**src/usbe_regs.svh**
```systemverilog
// register offsets, field positions, reset values and codes of the endpoint handler
`ifndef USBE_REGS_SVH
`define USBE_REGS_SVH
`define USBE_OFF_CSR     8'h00
`define USBE_OFF_FDR     8'h04
`define USBE_OFF_RST     8'h08
`define USBE_B_TXDONE    0
`define USBE_B_RXBK0     1
`define USBE_B_SETUP     2
`define USBE_B_STALLSNT  3
`define USBE_B_ARMED     4
`define USBE_B_FSTALL    5
`define USBE_B_RXBK1     6
`define USBE_B_DUAL      7
`define USBE_B_ISO       8
`define USBE_CNT_LSB     16
`define USBE_DEPTH       7'h40
`define USBE_HS_ACK      2'h0
`define USBE_HS_NAK      2'h1
`define USBE_HS_STALL    2'h2
`define USBE_PID_OUT     2'h0
`define USBE_PID_IN      2'h1
`define USBE_PID_SETUP   2'h2
`define USBE_RESP_OKAY   2'h0
`define USBE_RESP_SLVERR 2'h2
`define USBE_RST_FLAG    1'h0
`define USBE_RST_RDY     1'h1
`endif
```
**src/usbe_pkg.sv**
```systemverilog
// types of the endpoint transaction handler
`include "usbe_regs.svh"
package usbe_pkg;
    typedef enum logic [3:0] {
        ST_IDLE = 4'b0001,
        ST_RX   = 4'b0010,
        ST_TX   = 4'b0100,
        ST_WACK = 4'b1000
    } usbe_st_t;

    typedef struct packed {
        usbe_st_t                st;
        logic [1:0][63:0][7:0]   mem;
        logic [1:0][6:0]         cnt;
        logic [1:0]              full;
        logic [6:0]              wptr, rptr, uptr, q_len, tx_len;
        logic                    cpu_bank, rd_bank, rx_bank, tx_bank, q_bank, rx_tgt;
        logic                    armed, tx_done, stall_sent, setup_rcv, force_stall, dual, iso;
        logic                    rx_discard, rx_setup;
        logic [1:0]              rx_hs;
        logic                    awrdy, wrdy, aw_got, w_got, bvalid, arrdy, rvalid;
        logic [7:0]              awaddr;
        logic [31:0]             wdata, rdata;
        logic [3:0]              wstrb;
        logic [1:0]              bresp, rresp;
        logic                    hs_valid, tx_valid, tx_last, tx_zero, irq;
        logic [1:0]              hs_code;
        logic [7:0]              tx_data;
    } usbe_state_t;
endpackage : usbe_pkg

```
**src/usbe_ep_txn.sv**
```systemverilog
// one usb endpoint: in/out/setup transactions, ping-pong banks, stall, axi4-lite registers
// Notes on behaviour
// - transmit-done is set after the host acks the in packet; isochronous in sets it at the last byte without an ack.
// - endpoint interrupt stays pending while transmit-done is set.
// - ping-pong endpoints have two banks, each passed between firmware and hardware in turn; both can be full with firmware at once.
// - in request with nothing armed is answered with nak.
// - isochronous traffic only on dual-bank endpoints.
// - single-bank out is nakked while firmware owns the fifo, else stored and acked.
// - out data in bank 0 sets bank-0-full, interrupt pending until cleared.
// - received byte count readable in the control/status register.
// - ping-pong out acks bank 0, takes next into bank 1, refills when released.
// - bank 1 reception sets bank-1-full, interrupt pending until cleared.
// - while force-stall is set, in and out transactions get a stall handshake; an isochronous out gets no handshake, only stall-sent is set.
// - after a stall, stall-sent is set, interrupt pending until cleared.
// - setup is acked automatically, sets setup flag, interrupt pending until cleared.
//
// The address map and register access over AXI4-Lite were decided locally.
`include "usbe_regs.svh"
module usbe_ep_txn
    import usbe_pkg::*;
(
    input  wire logic        clock_i,
    input  wire logic        rst_i,
    input  wire logic        s_axi_awvalid_i,
    output logic             s_axi_awready_o,
    input  wire logic [7:0]  s_axi_awaddr_i,
    input  wire logic        s_axi_wvalid_i,
    output logic             s_axi_wready_o,
    input  wire logic [31:0] s_axi_wdata_i,
    input  wire logic [3:0]  s_axi_wstrb_i,
    output logic             s_axi_bvalid_o,
    input  wire logic        s_axi_bready_i,
    output logic [1:0]       s_axi_bresp_o,
    input  wire logic        s_axi_arvalid_i,
    output logic             s_axi_arready_o,
    input  wire logic [7:0]  s_axi_araddr_i,
    output logic             s_axi_rvalid_o,
    input  wire logic        s_axi_rready_i,
    output logic [31:0]      s_axi_rdata_o,
    output logic [1:0]       s_axi_rresp_o,
    input  wire logic        tok_valid_i,
    input  wire logic [1:0]  tok_pid_i,
    input  wire logic        rx_valid_i,
    input  wire logic [7:0]  rx_data_i,
    input  wire logic        rx_end_i,
    input  wire logic        host_ack_i,
    output logic             hs_valid_o,
    output logic [1:0]       hs_code_o,
    output logic             tx_valid_o,
    output logic [7:0]       tx_data_o,
    output logic             tx_last_o,
    output logic             tx_zero_o,
    output logic             ep_irq_o
);
    usbe_state_t s_reg;
    usbe_state_t s_next;

    // 0 csr, 1 fifo data, 2 endpoint reset, 3 unmapped
    function automatic logic [1:0] reg_sel(input logic [7:0] a);
        unique case (a)
            `USBE_OFF_CSR: reg_sel = 2'h0;
            `USBE_OFF_FDR: reg_sel = 2'h1;
            `USBE_OFF_RST: reg_sel = 2'h2;
            default:       reg_sel = 2'h3;
        endcase
    endfunction : reg_sel

    logic iso_bad;
    assign iso_bad = s_reg.iso && !s_reg.dual;

    always_comb begin
        s_next = s_reg;
        s_next.hs_valid = 1'b0;
        s_next.tx_valid = 1'b0;
        s_next.tx_last  = 1'b0;
        s_next.tx_zero  = 1'b0;

        // ********************************************
        // register bus
        // ********************************************
        if (s_axi_awvalid_i && s_reg.awrdy) begin
            s_next.aw_got = 1'b1;
            s_next.awrdy  = 1'b0;
            s_next.awaddr = s_axi_awaddr_i;
        end
        if (s_axi_wvalid_i && s_reg.wrdy) begin
            s_next.w_got = 1'b1;
            s_next.wrdy  = 1'b0;
            s_next.wdata = s_axi_wdata_i;
            s_next.wstrb = s_axi_wstrb_i;
        end
        if (s_reg.bvalid && s_axi_bready_i) begin
            s_next.bvalid = 1'b0;
        end
        if (s_reg.aw_got && s_reg.w_got && !s_reg.bvalid) begin
            s_next.aw_got = 1'b0;
            s_next.w_got  = 1'b0;
            s_next.awrdy  = 1'b1;
            s_next.wrdy   = 1'b1;
            s_next.bvalid = 1'b1;
            s_next.bresp  = `USBE_RESP_OKAY;
            unique case (reg_sel(s_reg.awaddr))
                2'h0: begin
                    if (s_reg.wstrb[0]) begin
                        // flags clear on writing 0, writing 1 leaves them alone
                        if (!s_reg.wdata[`USBE_B_TXDONE])   s_next.tx_done    = 1'b0;
                        if (!s_reg.wdata[`USBE_B_STALLSNT]) s_next.stall_sent = 1'b0;
                        if (!s_reg.wdata[`USBE_B_SETUP] && s_reg.setup_rcv) begin
                            s_next.setup_rcv = 1'b0;
                            s_next.rptr      = 7'h00;
                        end
                        for (int b = 0; b < 2; b++) begin
                            if (!s_reg.wdata[b == 0 ? `USBE_B_RXBK0 : `USBE_B_RXBK1]
                                && s_reg.full[b]) begin
                                s_next.full[b] = 1'b0;
                                if (s_reg.rd_bank == b[0]) begin
                                    s_next.rd_bank = s_reg.dual ? !b[0] : 1'b0;
                                    s_next.rptr    = 7'h00;
                                end
                            end
                        end
                        if (s_reg.wdata[`USBE_B_ARMED] && !s_reg.armed) begin
                            s_next.armed    = 1'b1;
                            s_next.q_bank   = s_reg.cpu_bank;
                            s_next.q_len    = s_reg.wptr;
                            s_next.wptr     = 7'h00;
                            // second bank opens to firmware at once
                            s_next.cpu_bank = s_reg.dual ? !s_reg.cpu_bank : 1'b0;
                        end else if (!s_reg.wdata[`USBE_B_ARMED]) begin
                            s_next.armed = 1'b0;
                        end
                        s_next.force_stall = s_reg.wdata[`USBE_B_FSTALL];
                        s_next.dual        = s_reg.wdata[`USBE_B_DUAL];
                    end
                    if (s_reg.wstrb[1]) s_next.iso = s_reg.wdata[`USBE_B_ISO];
                end
                2'h1: begin
                    if (s_reg.wstrb[0] && s_reg.wptr < `USBE_DEPTH) begin
                        s_next.mem[s_reg.cpu_bank][s_reg.wptr[5:0]] = s_reg.wdata[7:0];
                        s_next.wptr = s_reg.wptr + 7'h01;
                    end
                end
                2'h2: begin
                    // fifo pointers and bank ownership back to empty
                    s_next.wptr = 7'h00;
                    s_next.rptr = 7'h00;
                    s_next.cnt  = '0;
                    s_next.full = 2'h0;
                    s_next.armed    = `USBE_RST_FLAG;
                    s_next.cpu_bank = 1'b0;
                    s_next.rd_bank  = 1'b0;
                    s_next.rx_bank  = 1'b0;
                    s_next.st       = ST_IDLE;
                end
                default: s_next.bresp = `USBE_RESP_SLVERR;
            endcase
        end
        if (s_reg.rvalid && s_axi_rready_i) begin
            s_next.rvalid = 1'b0;
            s_next.arrdy  = 1'b1;
        end
        if (s_axi_arvalid_i && s_reg.arrdy) begin
            s_next.arrdy  = 1'b0;
            s_next.rvalid = 1'b1;
            s_next.rresp  = `USBE_RESP_OKAY;
            s_next.rdata  = 32'h0000_0000;
            unique case (reg_sel(s_axi_araddr_i))
                2'h0: s_next.rdata = {9'h000, s_reg.cnt[s_reg.rd_bank], 7'h00, s_reg.iso,
                                      s_reg.dual, s_reg.full[1], s_reg.force_stall,
                                      s_reg.armed, s_reg.stall_sent, s_reg.setup_rcv,
                                      s_reg.full[0], s_reg.tx_done};
                2'h1: begin
                    // a read pops one received byte
                    s_next.rdata[7:0] = s_reg.mem[s_reg.rd_bank][s_reg.rptr[5:0]];
                    if (s_reg.rptr < s_reg.cnt[s_reg.rd_bank]) s_next.rptr = s_reg.rptr + 7'h01;
                end
                2'h2: ;
                default: s_next.rresp = `USBE_RESP_SLVERR;
            endcase
        end

        // ********************************************
        // link side; applied last so hardware sets win over clears
        // ********************************************
        unique case (s_reg.st)
            ST_IDLE: begin
                if (tok_valid_i && !iso_bad) begin
                    s_next.uptr = 7'h00;
                    if (tok_pid_i == `USBE_PID_IN) begin
                        if (s_reg.force_stall) begin
                            s_next.hs_valid   = 1'b1;
                            s_next.hs_code    = `USBE_HS_STALL;
                            s_next.stall_sent = 1'b1;
                        end else if (s_reg.armed) begin
                            s_next.armed   = 1'b0;
                            s_next.tx_bank = s_reg.q_bank;
                            s_next.tx_len  = s_reg.q_len;
                            s_next.st      = ST_TX;
                        end else begin
                            s_next.hs_valid = 1'b1;
                            s_next.hs_code  = `USBE_HS_NAK;
                        end
                    end else begin
                        s_next.st         = ST_RX;
                        s_next.rx_setup   = (tok_pid_i == `USBE_PID_SETUP);
                        s_next.rx_tgt     = s_reg.dual ? s_reg.rx_bank : 1'b0;
                        s_next.rx_discard = 1'b0;
                        s_next.rx_hs      = `USBE_HS_ACK;
                        if (tok_pid_i == `USBE_PID_SETUP) begin
                            s_next.rx_tgt = 1'b0;
                        end else if (s_reg.force_stall) begin
                            s_next.rx_discard = 1'b1;
                            s_next.rx_hs      = `USBE_HS_STALL;
                        end else if (s_reg.dual ? s_reg.full[s_reg.rx_bank]
                                                : (s_reg.full[0] || s_reg.setup_rcv)) begin
                            s_next.rx_discard = 1'b1;
                            s_next.rx_hs      = `USBE_HS_NAK;
                        end
                    end
                end
            end
            ST_RX: begin
                if (rx_valid_i && !s_reg.rx_discard && s_reg.uptr < `USBE_DEPTH) begin
                    s_next.mem[s_reg.rx_tgt][s_reg.uptr[5:0]] = rx_data_i;
                    s_next.uptr = s_reg.uptr + 7'h01;
                end
                if (rx_end_i) begin
                    s_next.st       = ST_IDLE;
                    // isochronous data carries no handshake
                    s_next.hs_valid = !(s_reg.iso && !s_reg.rx_setup);
                    s_next.hs_code  = s_reg.rx_hs;
                    if (s_reg.rx_hs == `USBE_HS_STALL) s_next.stall_sent = 1'b1;
                    if (!s_reg.rx_discard) begin
                        s_next.cnt[s_reg.rx_tgt] = s_reg.uptr;
                        if (s_reg.rx_setup) begin
                            s_next.setup_rcv = 1'b1;
                            s_next.rd_bank   = 1'b0;
                            s_next.rptr      = 7'h00;
                        end else begin
                            s_next.full[s_reg.rx_tgt] = 1'b1;
                            if (s_reg.dual) s_next.rx_bank = !s_reg.rx_tgt;
                        end
                    end
                end
            end
            ST_TX: begin
                s_next.tx_valid = 1'b1;
                if (s_reg.tx_len == 7'h00) begin
                    s_next.tx_zero = 1'b1;
                    s_next.tx_last = 1'b1;
                end else begin
                    s_next.tx_data = s_reg.mem[s_reg.tx_bank][s_reg.uptr[5:0]];
                    s_next.tx_last = (s_reg.uptr + 7'h01 == s_reg.tx_len);
                    s_next.uptr    = s_reg.uptr + 7'h01;
                end
                if (s_next.tx_last) begin
                    s_next.st = s_reg.iso ? ST_IDLE : ST_WACK;
                    if (s_reg.iso) s_next.tx_done = 1'b1;
                end
            end
            ST_WACK: begin
                if (host_ack_i) begin
                    s_next.tx_done = 1'b1;
                    s_next.st      = ST_IDLE;
                end else if (tok_valid_i) begin
                    // no ack: re-queue the same bank; the host retries the token.
                    // safe because firmware arms the other bank only after done
                    s_next.armed  = 1'b1;
                    s_next.q_bank = s_reg.tx_bank;
                    s_next.q_len  = s_reg.tx_len;
                    s_next.st     = ST_IDLE;
                end
            end
        endcase
        s_next.irq = s_next.tx_done || (|s_next.full) || s_next.setup_rcv
                     || s_next.stall_sent;
    end

    always_ff @(posedge clock_i) begin
        if (rst_i) begin
            s_reg       <= '0;
            s_reg.st    <= ST_IDLE;
            s_reg.awrdy <= `USBE_RST_RDY;
            s_reg.wrdy  <= `USBE_RST_RDY;
            s_reg.arrdy <= `USBE_RST_RDY;
            s_reg.armed <= `USBE_RST_FLAG;
        end else begin
            s_reg <= s_next;
        end
    end

    assign s_axi_awready_o = s_reg.awrdy;
    assign s_axi_wready_o  = s_reg.wrdy;
    assign s_axi_bvalid_o  = s_reg.bvalid;
    assign s_axi_bresp_o   = s_reg.bresp;
    assign s_axi_arready_o = s_reg.arrdy;
    assign s_axi_rvalid_o  = s_reg.rvalid;
    assign s_axi_rdata_o   = s_reg.rdata;
    assign s_axi_rresp_o   = s_reg.rresp;
    assign hs_valid_o      = s_reg.hs_valid;
    assign hs_code_o       = s_reg.hs_code;
    assign tx_valid_o      = s_reg.tx_valid;
    assign tx_data_o       = s_reg.tx_data;
    assign tx_last_o       = s_reg.tx_last;
    assign tx_zero_o       = s_reg.tx_zero;
    assign ep_irq_o        = s_reg.irq;

    logic in_tok;
    assign in_tok = tok_valid_i && tok_pid_i == `USBE_PID_IN && s_reg.st == ST_IDLE && !iso_bad;
endmodule : usbe_ep_txn

```
**config.mk**
```make
export PLATFORM = sky130hd
export DESIGN_NAME = usbe_ep_txn
export DESIGN_NICKNAME = d
export VERILOG_FILES = /design/src/usbe_pkg.sv /design/src/usbe_ep_txn.sv
export VERILOG_INCLUDE_DIRS = /design/src
export SDC_FILE = /design/constraint.sdc
export NUM_CORES = 2
export LEC_CHECK = 0
export ABC_AREA = 0
export BUFFER_PORTS_ARGS = -buffer_cell sky130_fd_sc_hd__buf_2
export CAP_MARGIN = 20
export CELL_PAD_IN_SITES_DETAIL_PLACEMENT = 2
export CELL_PAD_IN_SITES_GLOBAL_PLACEMENT = 2
export CORE_MARGIN = 2
export CORE_UTILIZATION = 44
export DETAILED_ROUTE_END_ITERATION = 6
export PLACE_DENSITY_LB_ADDON = 0.1
export SYNTH_ARGS = -nofsm -noshare
export SYNTH_HDL_FRONTEND = slang
export SYNTH_SLANG_ARGS = --single-unit
```
**constraint.sdc**
```tcl
create_clock -name clock_i -period 8.05 [get_ports clock_i]
set_clock_uncertainty 0.05 [all_clocks]
set_input_delay 0.805 -clock clock_i [delete_from_list [all_inputs] [get_ports clock_i]]
set_output_delay 0.805 -clock clock_i [all_outputs]
set_load 0.05 [all_outputs]
```
==> results.py <==
metrics = {
    "cts": {
        "clkTransAtPathRegs_ns": 0.06,
        "post_cts_buffers": 0,
        "cts_max_path_buffers": 3,
        "numCtsBuffers": 145,
        "cts_resized": 0,
        "cts_tree": "done",
        "h-tree-depth": 4,
        "insertion_delay_ns": 0.81,
        "clock_sinks": 1155,
        "hold_buffers": 0,
        "cts_root_buf": "clkbuf_16",
    },
    "cells_and_area": {
        "final_util_pct": 48.0,
        "nets": 7309,
        "drive_gt1_share_pct": 15.7,
        "finalNonFillerCells": 9401,
        "largest_register_ffs": 1117,
        "final_common_cell": "nor2_1",
        "fill_cells": 16497,
        "seq_area_um2": 23200,
        "multiInputGateArea_um2": 42300,
        "synthToLayoutAreaGrowth_pct": 8.26,
        "layout_common_cells": "1,175 x nor2_1, 1,138 x dfxtp_1, 1,067 x nand2_1",
    },
    "setup_path": {
        "crit_chain": "nor4_2 > nand2_1 > nor2_1 > nand2_1 > inv_1 > ha_1 > nand2b_1 > or3_1 > buf_4 > nor2b_4 > buf_4 > nand2_1 > nand2_1 > a311oi_1",
        "path_buf_inv": 3,
        "path_common_cell": "nand2_1",
        "critical_path_class": "register to register",
        "cp_max_fo": 55,
        "worst_setup_path_end_kind": "register",
        "cpMaxStageDelayCell": "nor4_2",
        "r2r-start": "s_reg[88]$_SDFFE_PP0P_",
        "slowest_delay_ns": 0.74,
        "required_ns": 8.63,
        "crit_arrival_ns": 5.43,
        "startpoint_type": "register",
        "crit_start": "s_reg[88]$_SDFFE_PP0P_",
        "critPathTopFamily": "simple AND/OR/NAND/NOR gates",
    },
    "drt": {
        "vias_per_cell": 7.37,
        "drt-initial-drc-count": 8135,
        "dr_total_vias": 69313,
        "routed_wl_mm": 346,
        "drtPass1Iterations": 6,
        "drtAntennaViolNets": 0,
        "drc_errors": 0,
        "wl_per_cell_um": 36.8,
    },
    "sta": {
        "setup_tns_ns": 0,
        "finalHoldViolCount": 0,
        "fin_crit_ns": 4.84,
        "tightest_slew_ns": 1.23,
        "fmax_ghz": 0.206,
        "setup_viol": 0,
        "max-slew-margin-rel_pct": 17.9,
        "rsz0062_at_grt": "false",
        "period_share_pct": 60.2,
        "drv_slew": 0,
    },
    "die": {
        "io_pins": 129,
        "die_area_um2": 161000,
        "row_count": 145,
        "core_um2": 156000,
        "die_y_um": 401,
        "fp.dieW_um": 401,
        "start_util_pct": 44.3,
    },
    "logic_synthesis": {
        "synth_area_per_cell_um2": 8.93,
        "yosys_register_bits": 1155,
        "yosys.area.top_type": "dfxtp_1",
        "netlist_instances": 7757,
        "synth_top_area_share_pct": 33.4,
        "synthDistinctLibCells": 79,
        "ys.flop_type": "dfxtp_1",
        "syn_area_um2": 69300,
        "synthTopCellsByArea": "dfxtp_1 33%, mux4_2 19%, a311oi_1 8.9%",
        "yosysWarnings": 0,
        "yosysSeqAreaShare_pct": 33.4,
        "synth-edff-count": 0,
        "postSynth.asyncResetShare_pct": 0,
    },
    "hold_path": {
        "hold_path_class": "input port to register",
        "hp-start": "s_axi_wvalid_i",
    },
    "global_route": {
        "grt_overflow": 0,
        "grt_pass1_vias": 72605,
        "antenna_found_initial": 30,
        "grt_max_degree": 181,
        "grtUsageTotal_pct": 42.1,
        "grt_pass1_wl_mm": 508,
    },
    "place": {
        "routabilityCongestion": 0.945,
        "port_buffers": 85,
        "dp_cells": 9126,
        "hpwl_mm": 215,
    },
    "power_and_ir_drop": {
        "powerDensity_nw_per_um2": 177,
        "total_power_mw": 13.3,
        "peakVddDrop_uv": 211,
        "p_leak_nw": 22.9,
    },
    "flow_run": {
        "cap_violations": 0,
    },
    "outcome": {
        "status": "completed",
    },
}
[logic make-up after synthesis]
family / synth area share [%]
AO/OA/AOI/OAI: 16.6
other: 0.00541
XOR/XNOR: 0.172
AND/OR/NAND/NOR: 18.8
multiplexers: 25.0
flip-flops: 33.4
adder cells (fa/ha/maj): 0.217
buffers and inverters: 5.77
[layer usage]
metal	global-route usage, %	up-vias	part of all wire (%)
met3	12.4	1262	11
li1	-	27989	-
met1	52.3	36103	38
met5	0	-	0.083
met2	63.5	3915	44
met4	28.0	44	7.5
[Yosys cell counts (16+ instances only)]
cell	number
nor2_1	1180
dfxtp_1	1155
nand2_1	1067
clkbuf_1	704
a311oi_1	700
nand3_1	625
mux4_2	574
mux2i_1	416
a211oi_1	345
o21ai_0	192
buf_2	119
a21oi_1	106
buf_1	65
buf_4	53
nor3_1	37
and3_1	24
or3_1	24
inv_1	23
a31oi_1	22
nor2b_1	21
mux2_2	20
o22ai_1	19
a22oi_1	16
[stage by stage]
stage | hold slack, ns | setup WS, ns | area, um2
floorplan | 0.382 | 4.61 | 69300
global placement | 0.386 | 3.57 | 70000
detailed placement | 0.400 | 3.41 | 70000
CTS | 0.154 | 3.35 | 74900
global route | 0.183 | 2.98 | 75000
finish | 0.180 | 3.21 | 75000
[power breakdown]
part           internal, mW  switching, mW
combinational        0.0980          0.504
clock                  4.04           2.87
sequential             5.73         0.0547
total                  9.87           3.43
[final cells by class]
class | count | area share [%]
antenna | 4 | 0.0134
clock buffer | 222 | 5.85
clock inverter | 40 | 0.673
inverter | 24 | 0.123
multi-input combinational | 5651 | 56.5
sequential | 1155 | 30.9
tap | 2058 | 3.43
timing repair buffer | 247 | 2.52
[path summary, 6_finish.rpt]
kind	to	slack, ns	depth (start not counted)
min	s_axi_wready_o$_SDFFE_PP1P_	0.18	2
max	s_reg[588]$_SDFF_PP0_	3.21	14
min reg2reg	s_reg[115]$_SDFFE_PP0P_	0.41	2
max reg2reg	s_reg[588]$_SDFF_PP0_	3.21	14
Power figures use the tool's default switching activity.
